## src/shared/mes_pkg.sv

```systemverilog
package mes_pkg;
   localparam int ADDR_W = 22;
   localparam int DATA_W = 16;
   // Software register byte addresses
   localparam logic [3:0] REG_CTRL   = 4'h0;
   localparam logic [3:0] REG_ADDR   = 4'h4;
   localparam logic [3:0] REG_WDATA  = 4'h8;
   localparam logic [3:0] REG_STATUS = 4'hc;
   localparam logic [3:0] REG_RDATA  = 4'h0;
   // Control fields
   localparam int CTRL_CMD_LSB = 0;
   localparam int CTRL_ACC_BIT = 4;
   localparam int CTRL_RST_BIT = 5;
   // Commands written to the control register
   localparam logic [3:0] CMD_READ    = 4'h1;
   localparam logic [3:0] CMD_PROGRAM = 4'h2;
   localparam logic [3:0] CMD_ERASE   = 4'h3;
   localparam logic [3:0] CMD_ID      = 4'h4;
   localparam logic [3:0] CMD_RESET   = 4'h5;
   // Device command codes
   localparam logic [15:0] UNLOCK_A1 = 16'h0555;
   localparam logic [15:0] UNLOCK_A2 = 16'h02aa;
   localparam logic [7:0]  UNLOCK_D1 = 8'haa;
   localparam logic [7:0]  UNLOCK_D2 = 8'h55;
   localparam logic [7:0]  CODE_ESET = 8'h80;
   localparam logic [7:0]  CODE_ERAS = 8'h10;
   localparam logic [7:0]  CODE_PROG = 8'ha0;
   localparam logic [7:0]  CODE_ID   = 8'h90;
   localparam logic [7:0]  CODE_RST  = 8'hf0;
   localparam int POLL_BIT = 7;
   localparam int TOGL_BIT = 6;
   localparam int TLIM_BIT = 5;
   // Strobe phase timing at 25 MHz: each phase at least 120 ns
   localparam int CLK_NS   = 40;
   localparam int PHASE_NS = 120;
   localparam int PHASE_CYC = (PHASE_NS + CLK_NS - 1) / CLK_NS;
   // Status field offsets in the status register
   localparam int ST_BUSY = 0;
   localparam int ST_DONE = 1;
   localparam int ST_FAIL = 2;

   typedef struct packed {
      logic                rd;
      logic [ADDR_W-1:0]   addr;
      logic [DATA_W-1:0]   data;
   } mes_cyc_t;

   typedef struct packed {
      logic              ce_n;
      logic              we_n;
      logic              oe_n;
      logic [ADDR_W-1:0] addr;
      logic [DATA_W-1:0] dq_o;
      logic              dq_oe;
   } mes_pins_t;
endpackage

```

## src/hw/mes_bus_cycle.sv

```systemverilog
module mes_bus_cycle (
   input  wire logic                 sys_clk,
   input  wire logic                 rst,
   input  wire logic                 start,
   input  mes_pkg::mes_cyc_t         req,
   input  wire logic [15:0]          dq_i,
   output mes_pkg::mes_pins_t        pins,
   output logic                      done,
   output logic [15:0]               rdata
);
   import mes_pkg::*;

   typedef enum logic [1:0] {S_IDLE, S_SETUP, S_STROBE, S_HOLD} mes_bstate_t;

   mes_bstate_t       st_q;
   logic [2:0]        cnt_q;
   mes_cyc_t          cur_q;
   logic [15:0]       rdata_q;
   logic              done_q;
   wire               tick = (cnt_q == 3'(PHASE_CYC - 1));

   ////////////////////////////////////////////////////////////////////////////
   always_ff @(posedge sys_clk or posedge rst) begin
      if (rst) begin
         st_q    <= S_IDLE;
         cnt_q   <= 3'h0;
         cur_q   <= '0;
         rdata_q <= 16'h0000;
         done_q  <= 1'b0;
      end else begin
         done_q <= 1'b0;
         cnt_q  <= (st_q == S_IDLE || tick) ? 3'h0 : cnt_q + 3'h1;
         unique case (st_q)
            S_IDLE: begin
               if (start) begin
                  cur_q <= req;
                  st_q  <= S_SETUP;
               end
            end
            S_SETUP: if (tick) st_q <= S_STROBE;
            S_STROBE: begin
               if (tick) begin
                  // Data sampled while output strobe still low
                  if (cur_q.rd) rdata_q <= dq_i;
                  st_q <= S_HOLD;
               end
            end
            S_HOLD: begin
               if (tick) begin
                  done_q <= 1'b1;
                  st_q   <= S_IDLE;
               end
            end
         endcase
      end
   end

   ////////////////////////////////////////////////////////////////////////////
   // Chip select falls one setup phase before the strobe; both rise together
   wire act = (st_q == S_STROBE);
   assign pins.ce_n  = ~(act || st_q == S_SETUP);
   assign pins.we_n  = ~(act && !cur_q.rd);
   assign pins.oe_n  = ~(act && cur_q.rd);
   assign pins.addr  = cur_q.addr;
   assign pins.dq_o  = cur_q.data;
   assign pins.dq_oe = (st_q != S_IDLE) && !cur_q.rd;
   assign done       = done_q;
   assign rdata      = rdata_q;
endmodule

```

## src/hw/mes_host.sv

```systemverilog
// Local design decisions: the address map and the Wishbone interface to the registers.
module mes_host (
   input  wire logic                       sys_clk,
   input  wire logic                       rst,
   input  wire logic [3:0]                 wb_adr_i,
   input  wire logic [31:0]                wb_dat_i,
   output logic      [31:0]                wb_dat_o,
   input  wire logic                       wb_we_i,
   input  wire logic [3:0]                 wb_sel_i,
   input  wire logic                       wb_cyc_i,
   input  wire logic                       wb_stb_i,
   output logic                            wb_ack_o,
   output logic                            mem_ce_n,
   output logic                            mem_we_n,
   output logic                            mem_oe_n,
   output logic                            mem_rst_n,
   output logic                            mem_acc_hv,
   output logic      [mes_pkg::ADDR_W-1:0] mem_addr,
   input  wire logic [mes_pkg::DATA_W-1:0] mem_dq_i,
   output logic      [mes_pkg::DATA_W-1:0] mem_dq_o,
   output logic                            mem_dq_oe
);
   import mes_pkg::*;

   typedef enum logic [2:0] {H_IDLE, H_SEQ, H_POLL, H_RESET} mes_hstate_t;

   mes_hstate_t       st_q;
   logic [3:0]        cmd_q;
   logic [2:0]        step_q;
   logic [2:0]        nsteps_q;
   logic [ADDR_W-1:0] addr_q;
   logic [15:0]       wdata_q;
   logic [15:0]       rdata_q;
   logic [15:0]       prev_q;
   logic              acc_q;
   logic              hrst_q;
   logic              busy_q;
   logic              done_q;
   logic              fail_q;
   logic              ack_q;
   mes_cyc_t          cyc;
   mes_pins_t         pins;
   logic              cyc_done;
   logic [15:0]       cyc_rdata;
   logic              go_q;

   ////////////////////////////////////////////////////////////////////////////
   // Register decode
   wire wb_req  = wb_cyc_i && wb_stb_i && !ack_q;
   wire wr_ctrl = wb_req && wb_we_i && wb_adr_i == REG_CTRL && wb_sel_i[0];
   wire wr_addr = wb_req && wb_we_i && wb_adr_i == REG_ADDR;
   wire wr_data = wb_req && wb_we_i && wb_adr_i == REG_WDATA;
   wire new_cmd = wr_ctrl && !busy_q;
   wire [3:0] wcmd = wb_dat_i[CTRL_CMD_LSB +: 4];
   wire [31:0] status_w = {16'h0000, 13'h0000, fail_q, done_q, busy_q};
   wire [31:0] rd_mux = (wb_adr_i == REG_STATUS) ? status_w :
                        (wb_adr_i == REG_ADDR)   ? {10'h000, addr_q} :
                        (wb_adr_i == REG_WDATA)  ? {16'h0000, wdata_q} :
                        {16'h0000, rdata_q};

   ////////////////////////////////////////////////////////////////////////////
   // Sequence table: step index to address and data of each write
   wire        is_prog = (cmd_q == CMD_PROGRAM);
   wire        is_id   = (cmd_q == CMD_ID);
   wire        is_rd   = (cmd_q == CMD_READ);
   wire        is_rst  = (cmd_q == CMD_RESET);
   // Accelerated program skips unlock
   // Setup write stays: only the two unlock writes go
   wire [2:0]  base    = (is_prog && acc_q) ? 3'h2 : 3'h0;
   wire [2:0]  idx     = step_q + base;
   logic [15:0] seq_a;
   logic [7:0]  seq_d;
   always_comb begin
      seq_a = UNLOCK_A1;
      seq_d = UNLOCK_D1;
      unique case (idx)
         3'h0, 3'h3: begin
            seq_a = UNLOCK_A1;
            seq_d = UNLOCK_D1;
         end
         3'h1, 3'h4: begin
            seq_a = UNLOCK_A2;
            seq_d = UNLOCK_D2;
         end
         3'h2: begin
            seq_a = UNLOCK_A1;
            seq_d = (cmd_q == CMD_ERASE) ? CODE_ESET : is_id ? CODE_ID : CODE_PROG;
         end
         3'h5: begin
            seq_a = UNLOCK_A1;
            seq_d = CODE_ERAS;
         end
         default: begin
            seq_a = UNLOCK_A1;
            seq_d = UNLOCK_D1;
         end
      endcase
   end
   wire last_is_data = is_prog && (idx == 3'h3);
   // ID read at address 0 or 1 after the ID writes
   wire id_read = is_id && (step_q == 3'h3);
   wire seq_rd  = is_rd || id_read;
   always_comb begin
      cyc.rd   = seq_rd;
      cyc.addr = (seq_rd || last_is_data) ? addr_q : ADDR_W'(seq_a);
      cyc.data = is_rst ? {8'h00, CODE_RST} :
                 last_is_data ? wdata_q : {8'h00, seq_d};
      if (st_q == H_POLL) begin
         cyc.rd   = 1'b1;
         cyc.addr = addr_q;
         cyc.data = 16'h0000;
      end
   end

   ////////////////////////////////////////////////////////////////////////////
   // Toggle read by strobe
   // Toggle bit equal on two reads means finished
   wire toggling  = (cyc_rdata[TOGL_BIT] != prev_q[TOGL_BIT]);
   // Time-limit flag seen while still toggling
   // Two flagged reads needed: array data may carry bit 5 set
   wire tlim      = cyc_rdata[TLIM_BIT] && prev_q[TLIM_BIT] && toggling;

   always_ff @(posedge sys_clk or posedge rst) begin
      if (rst) begin
         st_q     <= H_IDLE;
         cmd_q    <= 4'h0;
         step_q   <= 3'h0;
         nsteps_q <= 3'h0;
         addr_q   <= '0;
         wdata_q  <= 16'h0000;
         rdata_q  <= 16'h0000;
         prev_q   <= 16'h0000;
         acc_q    <= 1'b0;
         hrst_q   <= 1'b0;
         busy_q   <= 1'b0;
         done_q   <= 1'b0;
         fail_q   <= 1'b0;
         go_q     <= 1'b0;
      end else begin
         go_q <= 1'b0;
         if (wr_addr) addr_q <= wb_dat_i[ADDR_W-1:0];
         if (wr_data) wdata_q <= wb_dat_i[15:0];
         if (wr_ctrl) begin
            acc_q <= wb_dat_i[CTRL_ACC_BIT];
            hrst_q <= wb_dat_i[CTRL_RST_BIT];
         end
         if (new_cmd && wcmd != 4'h0) begin
            cmd_q  <= wcmd;
            step_q <= 3'h0;
            busy_q <= 1'b1;
            done_q <= 1'b0;
            fail_q <= 1'b0;
            go_q   <= 1'b1;
            st_q   <= H_SEQ;
            unique case (wcmd)
               CMD_ERASE:   nsteps_q <= 3'h6;
               CMD_PROGRAM: nsteps_q <= wb_dat_i[CTRL_ACC_BIT] ? 3'h2 : 3'h4;
               CMD_ID:      nsteps_q <= 3'h4;
               default:     nsteps_q <= 3'h1;
            endcase
         end else if (hrst_q && st_q != H_IDLE) begin
            st_q   <= H_IDLE;
            busy_q <= 1'b0;
            fail_q <= 1'b1;
         end
         unique case (st_q)
            H_IDLE: ;
            H_SEQ: begin
               if (cyc_done) begin
                  if (seq_rd) rdata_q <= cyc_rdata;
                  if (step_q + 3'h1 == nsteps_q) begin
                     // Status valid after last write strobe
                     if (cmd_q == CMD_ERASE || is_prog) begin
                        st_q <= H_POLL;
                        prev_q <= 16'h0000;
                        step_q <= 3'h0;
                        go_q   <= 1'b1;
                     end else begin
                        st_q   <= H_IDLE;
                        busy_q <= 1'b0;
                        done_q <= 1'b1;
                     end
                  end else begin
                     step_q <= step_q + 3'h1;
                     go_q   <= 1'b1;
                  end
               end
            end
            H_POLL: begin
               if (cyc_done) begin
                  prev_q  <= cyc_rdata;
                  rdata_q <= cyc_rdata;
                  step_q  <= 3'h1;
                  if (step_q != 3'h0 && !toggling) begin
                     st_q   <= H_IDLE;
                     busy_q <= 1'b0;
                     done_q <= 1'b1;
                  end else if (step_q != 3'h0 && tlim) begin
                     st_q   <= H_RESET;
                     cmd_q  <= CMD_RESET;
                     fail_q <= 1'b1;
                     go_q   <= 1'b1;
                  end else begin
                     go_q <= 1'b1;
                  end
               end
            end
            H_RESET: begin
               if (cyc_done) begin
                  // Failure left for software to judge
                  st_q   <= H_IDLE;
                  busy_q <= 1'b0;
                  done_q <= 1'b1;
               end
            end
            default: st_q <= H_IDLE;
         endcase
      end
   end

   always_ff @(posedge sys_clk or posedge rst) begin
      if (rst) begin
         ack_q    <= 1'b0;
         wb_dat_o <= 32'h0000_0000;
      end else begin
         ack_q    <= wb_req;
         wb_dat_o <= wb_req ? rd_mux : 32'h0000_0000;
      end
   end

   mes_bus_cycle u_cyc (
      .sys_clk (sys_clk),
      .rst     (rst),
      .start   (go_q),
      .req     (cyc),
      .dq_i    (mem_dq_i),
      .pins    (pins),
      .done    (cyc_done),
      .rdata   (cyc_rdata)
   );

   assign wb_ack_o   = ack_q;
   assign mem_ce_n   = pins.ce_n;
   assign mem_we_n   = pins.we_n;
   assign mem_oe_n   = pins.oe_n;
   assign mem_addr   = pins.addr;
   assign mem_dq_o   = pins.dq_o;
   assign mem_dq_oe  = pins.dq_oe;
   assign mem_rst_n  = ~hrst_q;
   // High voltage only while an accelerated program is in flight
   assign mem_acc_hv = acc_q && is_prog && busy_q;
endmodule

```

## config.mk

```make
export PLATFORM = sky130hd
export DESIGN_NAME = mes_host
export DESIGN_NICKNAME = d
export VERILOG_FILES = /design/src/shared/mes_pkg.sv /design/src/hw/mes_bus_cycle.sv /design/src/hw/mes_host.sv
export SDC_FILE = /design/constraint.sdc
export NUM_CORES = 1
export LEC_CHECK = 0
export BUFFER_PORTS_ARGS = -buffer_cell sky130_fd_sc_hd__buf_2
export CORE_MARGIN = 3
export CORE_UTILIZATION = 40
export CTS_BUF_LIST = sky130_fd_sc_hd__clkbuf_8 sky130_fd_sc_hd__clkbuf_16
export DETAILED_ROUTE_END_ITERATION = 12
export PLACE_DENSITY = 0.69
export SKIP_LAST_GASP = 1
export SYNTH_ARGS = -nofsm -noshare
export SYNTH_HDL_FRONTEND = slang
export SYNTH_SLANG_ARGS = --single-unit
```

## constraint.sdc

```tcl
create_clock -name sys_clk -period 5.75 [get_ports sys_clk]
set_input_delay 0.575 -clock sys_clk [delete_from_list [all_inputs] [get_ports sys_clk]]
set_output_delay 0.575 -clock sys_clk [all_outputs]
set_load 0.01 [all_outputs]
```

# Word-level counts from Yosys, hierarchy flattened
# Index checks and enable logic that the tools add are counted.
# Widths: inputs -> output; s select.
op_classes:
  n_reduce_logical: 44
  magnitude_cmp: 0
  addsub: 3
  bitwise_logic: 4
  mux: 82
  n_shift: 0
  n_mul: 0
  n_div: 0
  eq_ne: 35
op_table:
  columns: ["operator", "count"]
  rows:
  - ["$mux 16", 6]
  - ["$mux 22", 4]
  - ["$mux 3", 15]
  - ["$mux 39", 1]
  - ["$pmux 16 s2", 1]
  - ["$mux 1", 29]
  - ["$pmux 8 s3", 1]
  - ["$logic_and 1x1->1", 21]
  - ["$mux 7", 3]
  - ["$mux 4", 5]
  - ["$eq 3x2->1 const B", 6]
  - ["$eq 4x2->1 const B", 4]
  - ["$eq 4x3->1 const B", 4]
  - ["$pmux 7 s2", 1]
  - ["$mux 2", 6]
  - ["$mux 6", 2]
  - ["$pmux 3 s4", 1]
  - ["$mux 11", 1]
  - ["$ne 2x1->1 const B", 5]
  - ["$pmux 3 s3", 1]
  - ["$eq 4x4->1 const B", 2]
  - ["$ne 2x2->1 const B", 4]
  - ["$pmux 2 s4", 1]
  - ["$reduce_and 4->1", 2]
  - ["25 further kinds", 42]
totals:
  word_cells: 191
  n_memories: 0
  ff_bits: 164
  output_inout_bits: 77
  in_bits: 61
  ram_bits: 0
  latch_bits: 0
  rom_bits: 0

# Longest topological paths before layout
# Gate-level depths: netlist of the first run.
depth:
  ltp_word: 12
  mapped_depth: 8
  ltp_nobuf: 7

# Hierarchy
# Synthesis of the first run repeated with hierarchy kept, for this count alone.
unflattened:
  hier_cells: 625
  area_unflattened_um2: 7649.8
by_module_without_submodules:
  columns: ["mod", "instances", "area_per_inst_um2", "seq_area_each_um2", "cells_each"]
  rows:
  - ["mes_host", 1, 4867.2, 2452.4, 435]
  - ["mes_bus_cycle", 1, 2782.7, 1526.5, 190]

# Worst setup path after synthesis of the first run
# Ideal clock, no wire load.
synth_path:
  path_kind: "reg2reg"
  from: "register cmd_q[0]"
  to: "register u_cyc.cur_q, in the netlist u_cyc.pins[17]"
  setup_ns: 0.123
  t_required_ns: 5.627
  arrival_ns: 2.094
  slack_ns: 3.533
  stages_incl_launch_ff: 8
  path_buffers: 0
  path_cell_list: "dfrtp_1 -> nor4b_4 -> and2_1 -> ha_1 -> xnor2_1 -> nand4_4 -> a31o_2 -> o221a_2"
synth_via:
  elab_chain_len: 9
  word_cells_on_any_way: 17
synth_lines:
  columns: ["element", "line", "rtl"]
  rows:
  - ["start, declared", "mes_host.sv:28", "logic [3:0] cmd_q;"]
  - ["start signal, assigned", "mes_host.sv:148", "cmd_q <= wcmd;"]
  - ["$eq 4x2->1", "mes_host.sv:63", "wire is_prog = (cmd_q == CMD_PROGRAM);"]
  - ["$logic_and 1x1->1", "mes_host.sv:69", "wire [2:0] base = (is_prog && acc_q) ? 3'h2 : 3'h0;"]
  - ["$mux 2", "mes_host.sv:69", null]
  - ["$add 3x2->3", "mes_host.sv:70", "wire [2:0] idx = step_q + base;"]
  - ["$eq 3x1->1, or another cell as far along", "mes_host.sv:76", "unique case (idx)"]
  - ["$reduce_or 2->1 / $logic_and 1x1->1 (equally long branches)", "mes_host.sv:76, mes_host.sv:99", null]
  - ["$mux 11 / $logic_or 1x1->1 (equally long branches)", "mes_host.sv:76, mes_host.sv:105", null]
  - ["$mux 22 *", "mes_host.sv:105", "cyc.addr = (seq_rd || last_is_data) ? addr_q : ADDR_W'(seq_a);"]
  - ["$mux 39 *", "mes_host.sv:108", "if (st_q == H_POLL) begin"]
  - ["end signal, assigned", "mes_bus_cycle.sv:36", "cur_q <= req;"]
  - ["end, declared", "mes_bus_cycle.sv:17", "mes_cyc_t cur_q;"]
# Every way passes the cells marked *; elsewhere a longest branch is shown, timed or not.
# A chain may end at the register's enable or synchronous reset.

# Worst setup path in the final report of the first run
layout_path:
  from: "register cmd_q[0]"
  to: "register u_cyc.cur_q, in the netlist u_cyc.pins[18]"
# Same word-level chain as after synthesis.

==> results of run 1 <==
==> power by group through the flow <==
stage	clock (mW)	sequential, mW	combinational (mW)
finish	1.14	1.27	0.291
global route	1.22	1.29	0.328
CTS	1.17	1.27	0.296
detailed placement	0	1.29	0.295
global placement	0	1.29	0.279
floorplan	0	1.27	0.218
==> cells in the mapped netlist (10+ instances only) <==
library cell | instances | area [um2]
dfrtp_1 | 159 | 3980
mux2_2 | 60 | 676
buf_4 | 50 | 375
nand2_1 | 30 | 113
nor2_1 | 30 | 113
mux2i_1 | 21 | 210
a211oi_1 | 19 | 143
a22o_1 | 19 | 166
inv_1 | 19 | 71.3
o21ai_0 | 13 | 65.1
buf_2 | 12 | 60.1
and2_1 | 11 | 68.8
ha_1 | 10 | 125
mux2_4 | 10 | 150
==> cells by family after synthesis <==
logic type | share of synthesized area [%]
flops | 54.3
buf+inv | 7.91
fa+ha+maj | 1.71
compound gates | 11.4
xor+xnor | 0.598
simple gates | 9.86
other cells | 0.0512
mux | 14.1
==> layout make-up <==
| type | instances | area, um2 | share of cell area, % |
|---|---|---|---|
| clock inverters | 14 | 166 | 1.99 |
| inverters | 19 | 76.3 | 0.913 |
| flip-flops and latches | 159 | 3980 | 47.6 |
| well taps | 225 | 282 | 3.37 |
| clock buffers | 18 | 439 | 5.25 |
| repair buffers | 120 | 616 | 7.36 |
| multi-input cells | 346 | 2800 | 33.5 |
==> flip-flops by register name (all words and copies together) (netlist names), 2 cells and up <==
name / count
nsteps_q: 3
step_q: 3
addr_q: 22
u_cyc.cnt_q: 3
u_cyc.rdata: 16
wdata_q: 16
u_cyc.pins: 38
prev_q: 2
st_q: 3
cmd_q: 4
u_cyc.st_q: 2
wb_dat_o: 22
rdata_q: 16
==> through the flow <==
| stage | setup slack [ns] | hold WS (ns) | utilization [%] | instances |
|---|---|---|---|---|
| after floorplan | 0.883 | 0.443 | - | 595 |
| after global placement | 3.14 | 0.457 | 44.1 | 869 |
| after detailed placement | 3.03 | 0.475 | 44.1 | 869 |
| after CTS | 3.00 | 0.306 | 47.5 | 901 |
| after global routing | 2.86 | 0.333 | 47.5 | 901 |
| final | 3.01 | 0.273 | 47.5 | 901 |
==> routing by layer <==
layer	part of all wire (%)	wire length, um	global-route usage [%]
met3	6.1	1050	4.55
met5	0	0	0
met4	1.8	316	5.46
met1	43	7430	23.4
met2	49	8310	28.6
==> path summary, 6_finish.rpt <==
path / slack [ns] / from / depth (start not counted) / endpoint
max: 3.01 / cmd_q[0] / 7 / u_cyc.pins[18]
min: 0.27 / rst / 2 / u_cyc.rdata[13]
max reg2reg: 3.01 / cmd_q[0] / 7 / u_cyc.pins[18]
min reg2reg: 0.48 / u_cyc.pins[4] / 2 / u_cyc.pins[4]
max in group asynchronous: 4.02 / rst / 3 / wdata_q[15]
min in group sys_clk: 0.38 / wb_dat_i[6] / 3 / wdata_q[6]
==> metrics.csv, run 1 <==
metric,value,unit
"delay-heaviest family, CP",compound AO/OA/AOI/OAI gates,
I/O Buffers,114,
worst slew pin tran,1.10,ns
Max clock buf depth,2,
RSZ-0062 raised after global routing,no,
DRT iter0 DRCs,267,
Worst Hold Class,in -> async,
GRT overflow,0,
switching portion of total power,25.0,%
core area,17600,um2
Die Footprint,20000,um2
synthesis-to-layout area growth,14.2,%
P_sw,0.677,mW
Mapped Cells,585,
power share of the sequential group,47.1,%
clk slew on worst S/H paths,0.06,ns
Yosys reg bits,159,
Placement Cell Area,7760,um2
vias in the first global route,4978,
H-Tree Level Count,4,
CTS Hold Bufs,0,
Clk Tree Root Cell,clkbuf_16,
ys flop type,dfrtp_1,
die height,141,um
"Max FO, Critical Path",16,
clk_lat worst skew,0.42,ns
clock buffer count from CTS,17,
register area share after synthesis,54.3,%
CP Capture Type,flip-flop,
ys async rst share,100,%
RD Place Congestion,0.799,
first-pass GRT wire length,27300,um
Nets,734,
"Slew Viols, Final",0,
HPWL after detailed placement,12200,um
worst vdd rail ir drop,0.221,mV
power share of the combinational group,10.7,%
router iterations before antenna repair,5,
initial antenna violation count,0,
n_diodes,0,
mean post-synth cell area,12.5,um2
most frequent cells in the layout,"159 x dfrtp_1, 114 x buf_2, 60 x mux2_2",
PnR Total Power,2.71,mW
share of layout cells above drive strength 1,35.7,%
min cycle time layout,2.74,ns
Synth warnings,0,
critical path class,reg -> reg,
Critical Path RT,6.10,ns
Chip Width,141,um
post_cts resized,0,
pwr/cell area,324,nW/um2
"Max stage delay cell, worst path",a31oi_4,
final hold vios,0,
vias per cell,5.40,
Post-synth EDFFs,0,
Starting Density,41.6,%
Netlist cell types,68,
"commonest non-fill, non-tap cell in the layout",dfrtp_1,
Worst setup SP type,flip-flop,
CP arrival,3.09,ns
post-route design area,8360,um2
Vias,4867,
WL final,17100,um
I/O pin cnt,138,
total track usage,17.6,%
CP Buf/Inv Count,0,
post-CTS setup buffers,0,
synthesized cell area,7320,um2
Setup-failing EPs final,0,
largest net degree at the start of global routing,86,
Final TNS setup,0,ns
DRC,0,
Slew headroom,26.8,%
DRT antenna net count,0,
Power Internal,2.03,mW
Max stage delay on crit path,0.64,ns
Max Fclk,365,MHz
TritonCTS clock tree,yes,
final cycle utilization of the critical path,47.7,%
clk_skew,0.00845,ns
LEAKAGE,4.10,nW
DR WL/cell,19.0,um
Max Cap Viol,0,
FILL cells,1572,
status,finished clean,
CTS sink count,159,
clock power share,42.2,%
Rows,48,
crit-path cells,"nor4b_4, and2_1, ha_1, xnor2_1, nand4_4, a31oi_4, a221o_1",
(Power assumes the default switching activity.)
==> run 2, diff against run 1 <==
ABC_AREA = 1   (was default)
PLACE_DENSITY = 0.71   (was 0.69)
clock period = 2.21 ns   (was 5.75 ns; I/O delays follow)
==> run 2 against run 1 <==
First-iteration DRC count increased by 57%. Sequential power increased to 2.5 times the previous value. Hold slack got worse by 0.23 ns. Synthesized area increased by 3.8%. Fmax increased by 36%. Register-to-register slack got worse by 2.8 ns. Count of clock-buffer cells in the layout unchanged. Combinational power increased to 2.7 times the previous value. Critical path depth increased by 4. Largest power group unchanged.
==> metrics.csv, run 2 <==
metric,value,unit
Max Cap Viol,0,
r2r startpoint,cmd_q[3],
GRT overflow,0,
max reg flops,38,
DRT antenna net count,0,
clock buffer count from CTS,17,
critical path class,reg -> reg,
clk slew on worst S/H paths,0.06,ns
WL final,17700,um
Finished Layout Cells,1211,
post-synthesis adder-cell area fraction,1.65,%
ys flop type,dfrtp_1,
share of layout cells above drive strength 1,22.0,%
post-CTS setup buffers,0,
Reg2Reg Depth,11,
Setup-failing EPs final,0,
mean post-synth cell area,8.55,um2
most numerous cell in the Yosys netlist,nand2_1,
Synth warnings,0,
Nets,1041,
worst vdd rail ir drop,0.555,mV
"Max FO, Critical Path",16,
power share of the sequential group,45.5,%
status,finished clean,
final cycle utilization of the critical path,91.4,%
Hold Path Depth,2,
CP arrival,2.35,ns
Chip Width,144,um
Final TNS setup,0,ns
ys async rst share,100,%
DR WL/cell,14.6,um
Critical Path RT,2.54,ns
n_diodes,0,
Synth Area in XOR/XNOR,0.346,%
HP Start,wb_dat_i[16],
main area contributors after synthesis,"dfrtp_1 52%, nand2_1 9.6%, inv_1 5.1%, o21ai_1 4.7%, buf_4 4.7%",
Yosys reg bits,159,
Die Footprint,20700,um2
clock power share,43.4,%
reg2reg end,u_cyc.pins[38],
clk_lat worst skew,0.43,ns
P_sw,1.88,mW
vias in the first global route,5581,
switching portion of total power,26.5,%
router iterations before antenna repair,5,
RD Place Congestion,0.855,
Placement Cell Area,8130,um2
final hold vios,0,
Post-synth EDFFs,0,
Mapped Cells,889,
post-synthesis mux area share,1.28,%
Worst Hold Class,in -> reg,
Slew headroom,65.2,%
biggest area consumer among synthesized cells,dfrtp_1,
synthesized cell area,7600,um2
post-layout util,47.8,%
largest net degree at the start of global routing,96,
DRC,0,
HPWL after detailed placement,12800,um
core area,18300,um2
CTS sink count,159,
vias per cell,4.86,
total track usage,17.5,%
worst slew pin tran,0.520,ns
CP Capture Type,flip-flop,
RSZ-0062 raised after global routing,no,
Cells after DPL,1179,
initial antenna violation count,3,
pwr/cell area,808,nW/um2
Clk Tree Root Cell,clkbuf_16,
largest family of logic cells by synthesized area,simple AND/OR/NAND/NOR gates,
I/O Buffers,114,
H-Tree Level Count,4,
clk_skew,0.00981,ns
power share of the combinational group,11.1,%
LEAKAGE,4.68,nW
Max clock buf depth,2,
most frequent cells in the layout,"194 x nand2_1, 159 x dfrtp_1, 114 x buf_2",
Netlist cell types,40,
internal reg-to-reg setup slack,0.19,ns
Worst setup SP type,flip-flop,
post-route design area,8770,um2
"commonest non-fill, non-tap cell in the layout",nand2_1,
register area share after synthesis,52.3,%
die height,144,um
min cycle time layout,2.02,ns
Synth Area in Compound Gates,11.5,%
"Slew Viols, Final",0,
synthesis-to-layout area growth,15.4,%
Commonest cells post-synth,"194 x nand2_1, 159 x dfrtp_1, 104 x inv_1, 80 x nor2_1, 72 x o21ai_1",
DRT iter0 DRCs,420,
Yosys top cell area share,52.3,%
Synth Area in Simple Gates,20.3,%
Vias,5883,
first-pass GRT wire length,28300,um
TritonCTS clock tree,yes,
I/O pin cnt,138,
Power Internal,5.21,mW
Starting Density,41.5,%
Max Fclk,495,MHz
Hold Crit Endpoint,addr_q[16],
PnR Total Power,7.08,mW
Rows,49,
[run 2: through the flow]
step | setup WS (ns) | hold WS (ns)
after floorplan | -0.0259 | 0.342
after global placement | 0.177 | 0.384
after detailed placement | 0.111 | 0.375
after CTS | 0.102 | 0.0195
after global routing | 0.00819 | 0.0192
final | 0.190 | 0.0377
[run 2: critical path: stages (launching register included)]
cell and delay [ns]:
dfrtp_1 0.42, nor2_4 0.15, nand3_1 0.11, nor2_2 0.11
ha_2 0.19, inv_1 0.05, nand2_2 0.08, nand2_4 0.07
nor3_4 0.26, nor2_4 0.08, buf_4 0.20, o31ai_1 0.20
[run 2: area by class of cell]
type,count,area (um2)
flip-flops and latches,159,3980
clock buffers,18,439
repair buffers,131,726
fillers,1699,9560
clock inverters,13,180
well taps,229,287
inverters,114,437
multi-input cells,547,2720
[run 2: cells by family (layout without fill, tap and decap cells)]
logic type	count (synthesis)	in the layout
simple gates	353	353
buf+inv	193	276
compound gates	163	163
flops	159	159
fa+ha+maj	10	10
mux	7	7
xor+xnor	3	3
other cells	1	11
[run 2: how the worst max path moves through the flow]
stage,startpoint,endpoint,slack (ns)
finish,cmd_q[3],u_cyc.pins[38],0.19
global route,cmd_q[3],u_cyc.pins[38],0.008
CTS,cmd_q[3],u_cyc.pins[38],0.10
detailed placement,cmd_q[3],u_cyc.pins[22],0.11
global placement,cmd_q[3],u_cyc.pins[26],0.18
floorplan,rst,acc_q,-0.03
[run 2: power by group through the flow]
stage / Clock [mW] / Combinational [mW] / Sequential, mW
5_1_grt: 3.23 / 0.912 / 3.25
2_1_floorplan: 0 / 0.569 / 3.24
6_report: 3.07 / 0.787 / 3.22
3_5_place_dp: 0 / 0.786 / 3.27
4_1_cts: 3.12 / 0.798 / 3.22
3_3_place_gp: 0 / 0.761 / 3.27
[run 2: what timing repair did]
item                                   CTS  global route
resized for setup                        0             3
setup endpoints to repair                0            19
hold buffers                             1             0
endpoints found under the hold margin   68             0
[run 2: routing by layer]
metal / up-vias / GRT usage, % / routed length (um)
li1: 2934 / - / -
met1: 2745 / 23.9 / 8310
met2: 168 / 26.4 / 7820
met3: 30 / 4.66 / 1160
met4: 6 / 7.58 / 401
met5: - / 0 / 34
==> run 3, diff against run 2 <==
CORE_UTILIZATION = 51   (was 40)
PLACE_DENSITY = 0.85   (was 0.71)
==> run 3 against run 2 <==
Non-clock buffer count increased by 2. Setup slack improved by 0.015 ns. Flip-flop and latch count unchanged. Critical path type unchanged. Largest cell class unchanged. Count of clock-buffer cells in the layout increased by 1. Power decreased by 5.2%. Wire length increased by 1.6%. Largest power group unchanged. Sequential power about the same. First-iteration DRC count increased by 41%. Register-to-register slack improved by 0.02 ns.
==> metrics.csv, run 3 (same netlist as run 2, synthesis figures left out) <==
metric,value,unit
status,finished clean,
share of layout cells above drive strength 1,21.8,%
HPWL after detailed placement,12900,um
Cells after DPL,1128,
largest net degree at the start of global routing,42,
CP Capture Type,flip-flop,
final cycle utilization of the critical path,90.7,%
Die Footprint,16400,um2
most frequent cells in the layout,"194 x nand2_1, 159 x dfrtp_1, 114 x buf_2",
pwr/cell area,775,nW/um2
Max Fclk,499,MHz
Starting Density,53.5,%
Rows,43,
"Slew Viols, Final",0,
clock buffer count from CTS,17,
initial antenna violation count,1,
die height,128,um
Final TNS setup,0,ns
DR WL/cell,15.5,um
LEAKAGE,4.68,nW
"commonest non-fill, non-tap cell in the layout",nand2_1,
post-layout util,61.0,%
WL final,18000,um
Hold WS,0.0346,ns
Worst setup SP type,flip-flop,
Finished Layout Cells,1165,
worst vdd rail ir drop,0.669,mV
vias per cell,5.30,
synthesis-to-layout area growth,14.0,%
first-pass GRT wire length,28800,um
setup ws final,0.206,ns
TritonCTS clock tree,yes,
Clk Tree Root Cell,clkbuf_16,
vias in the first global route,5879,
Chip Width,128,um
I/O Buffers,114,
clk slew on worst S/H paths,0.06,ns
H-Tree Level Count,4,
Critical Path RT,2.57,ns
RSZ-0062 raised after global routing,yes,
router iterations before antenna repair,6,
clk_lat worst skew,0.43,ns
final hold vios,0,
DRC,0,
CTS sink count,159,
Max Cap Viol,0,
"Max FO, Critical Path",9,
DP Worst Slack,0.0113,ns
RD Place Congestion,0.880,
critical path class,reg -> reg,
core area,14200,um2
CP arrival,2.36,ns
Placement Cell Area,8080,um2
Max clock buf depth,2,
Slew headroom,27.5,%
n_diodes,0,
min cycle time layout,2.00,ns
DRT antenna net count,0,
Setup-failing EPs final,0,
I/O pin cnt,138,
DRT iter0 DRCs,591,
Worst Hold Class,in -> reg,
Vias,6173,
total track usage,22.4,%
GRT overflow,0,
clk_skew,0.00933,ns
post-route design area,8660,um2
worst slew pin tran,1.09,ns
max reg flops,38,
PnR Total Power,6.71,mW
Nets,1043,
[run 3: final timing paths]
| path | startpoint | to | slack [ns] | depth (start not counted) |
|---|---|---|---|---|
| min in group asynchronous | rst | u_cyc.pins[38] | 0.45 | 3 |
| max | cmd_q[3] | u_cyc.pins[12] | 0.21 | 13 |
| min | mem_dq_i[12] | u_cyc.rdata[12] | 0.03 | 3 |
| min reg2reg | u_cyc.cnt_q[0] | u_cyc.cnt_q[0] | 0.46 | 1 |
| max reg2reg | cmd_q[3] | u_cyc.pins[12] | 0.21 | 13 |
| max in group asynchronous | rst | rdata_q[7] | 1.14 | 4 |
[run 3: critical path, cell delays in order, from the launching register on]
cell	delay, ns
dfrtp_1	0.40
nor2_2	0.17
nand3_1	0.11
nor2_1	0.10
ha_1	0.18
inv_1	0.06
nand2_2	0.08
nand2_4	0.07
nor3_4	0.22
buf_6	0.18
inv_4	0.05
nor2_8	0.10
inv_4	0.09
o21ai_2	0.12
[run 3: power breakdown]
group | internal [mW] | switching (mW)
registers | 3.09 | 0.141
logic | 0.295 | 0.497
clock network | 1.49 | 1.20
total | 4.88 | 1.84
[run 3: repair_timing]
action,CTS,global route
setup endpoints to repair,1,23
hold endpoints to repair,23,0
gates resized for setup,0,1
setup buffers,0,4
hold buffers,1,0
pin swaps,1,2
[run 3: cell type report]
cell class                 count  area [um2]
sequential                   159        3980
timing repair buffer         133         769
multi-input combinational    547        2710
clock inverter                13        90.1
clock buffer                  19         453
inverter                     114         437
fill                        1222        5540
tap                          180         225
[run 3: layer usage]
| layer | GRT usage [%] | wire (um) |
|---|---|---|
| met1 | 29.8 | 7820 |
| met2 | 35.4 | 8420 |
| met3 | 5.58 | 1390 |
| met4 | 8.80 | 370 |
| met5 | 0 | 13 |
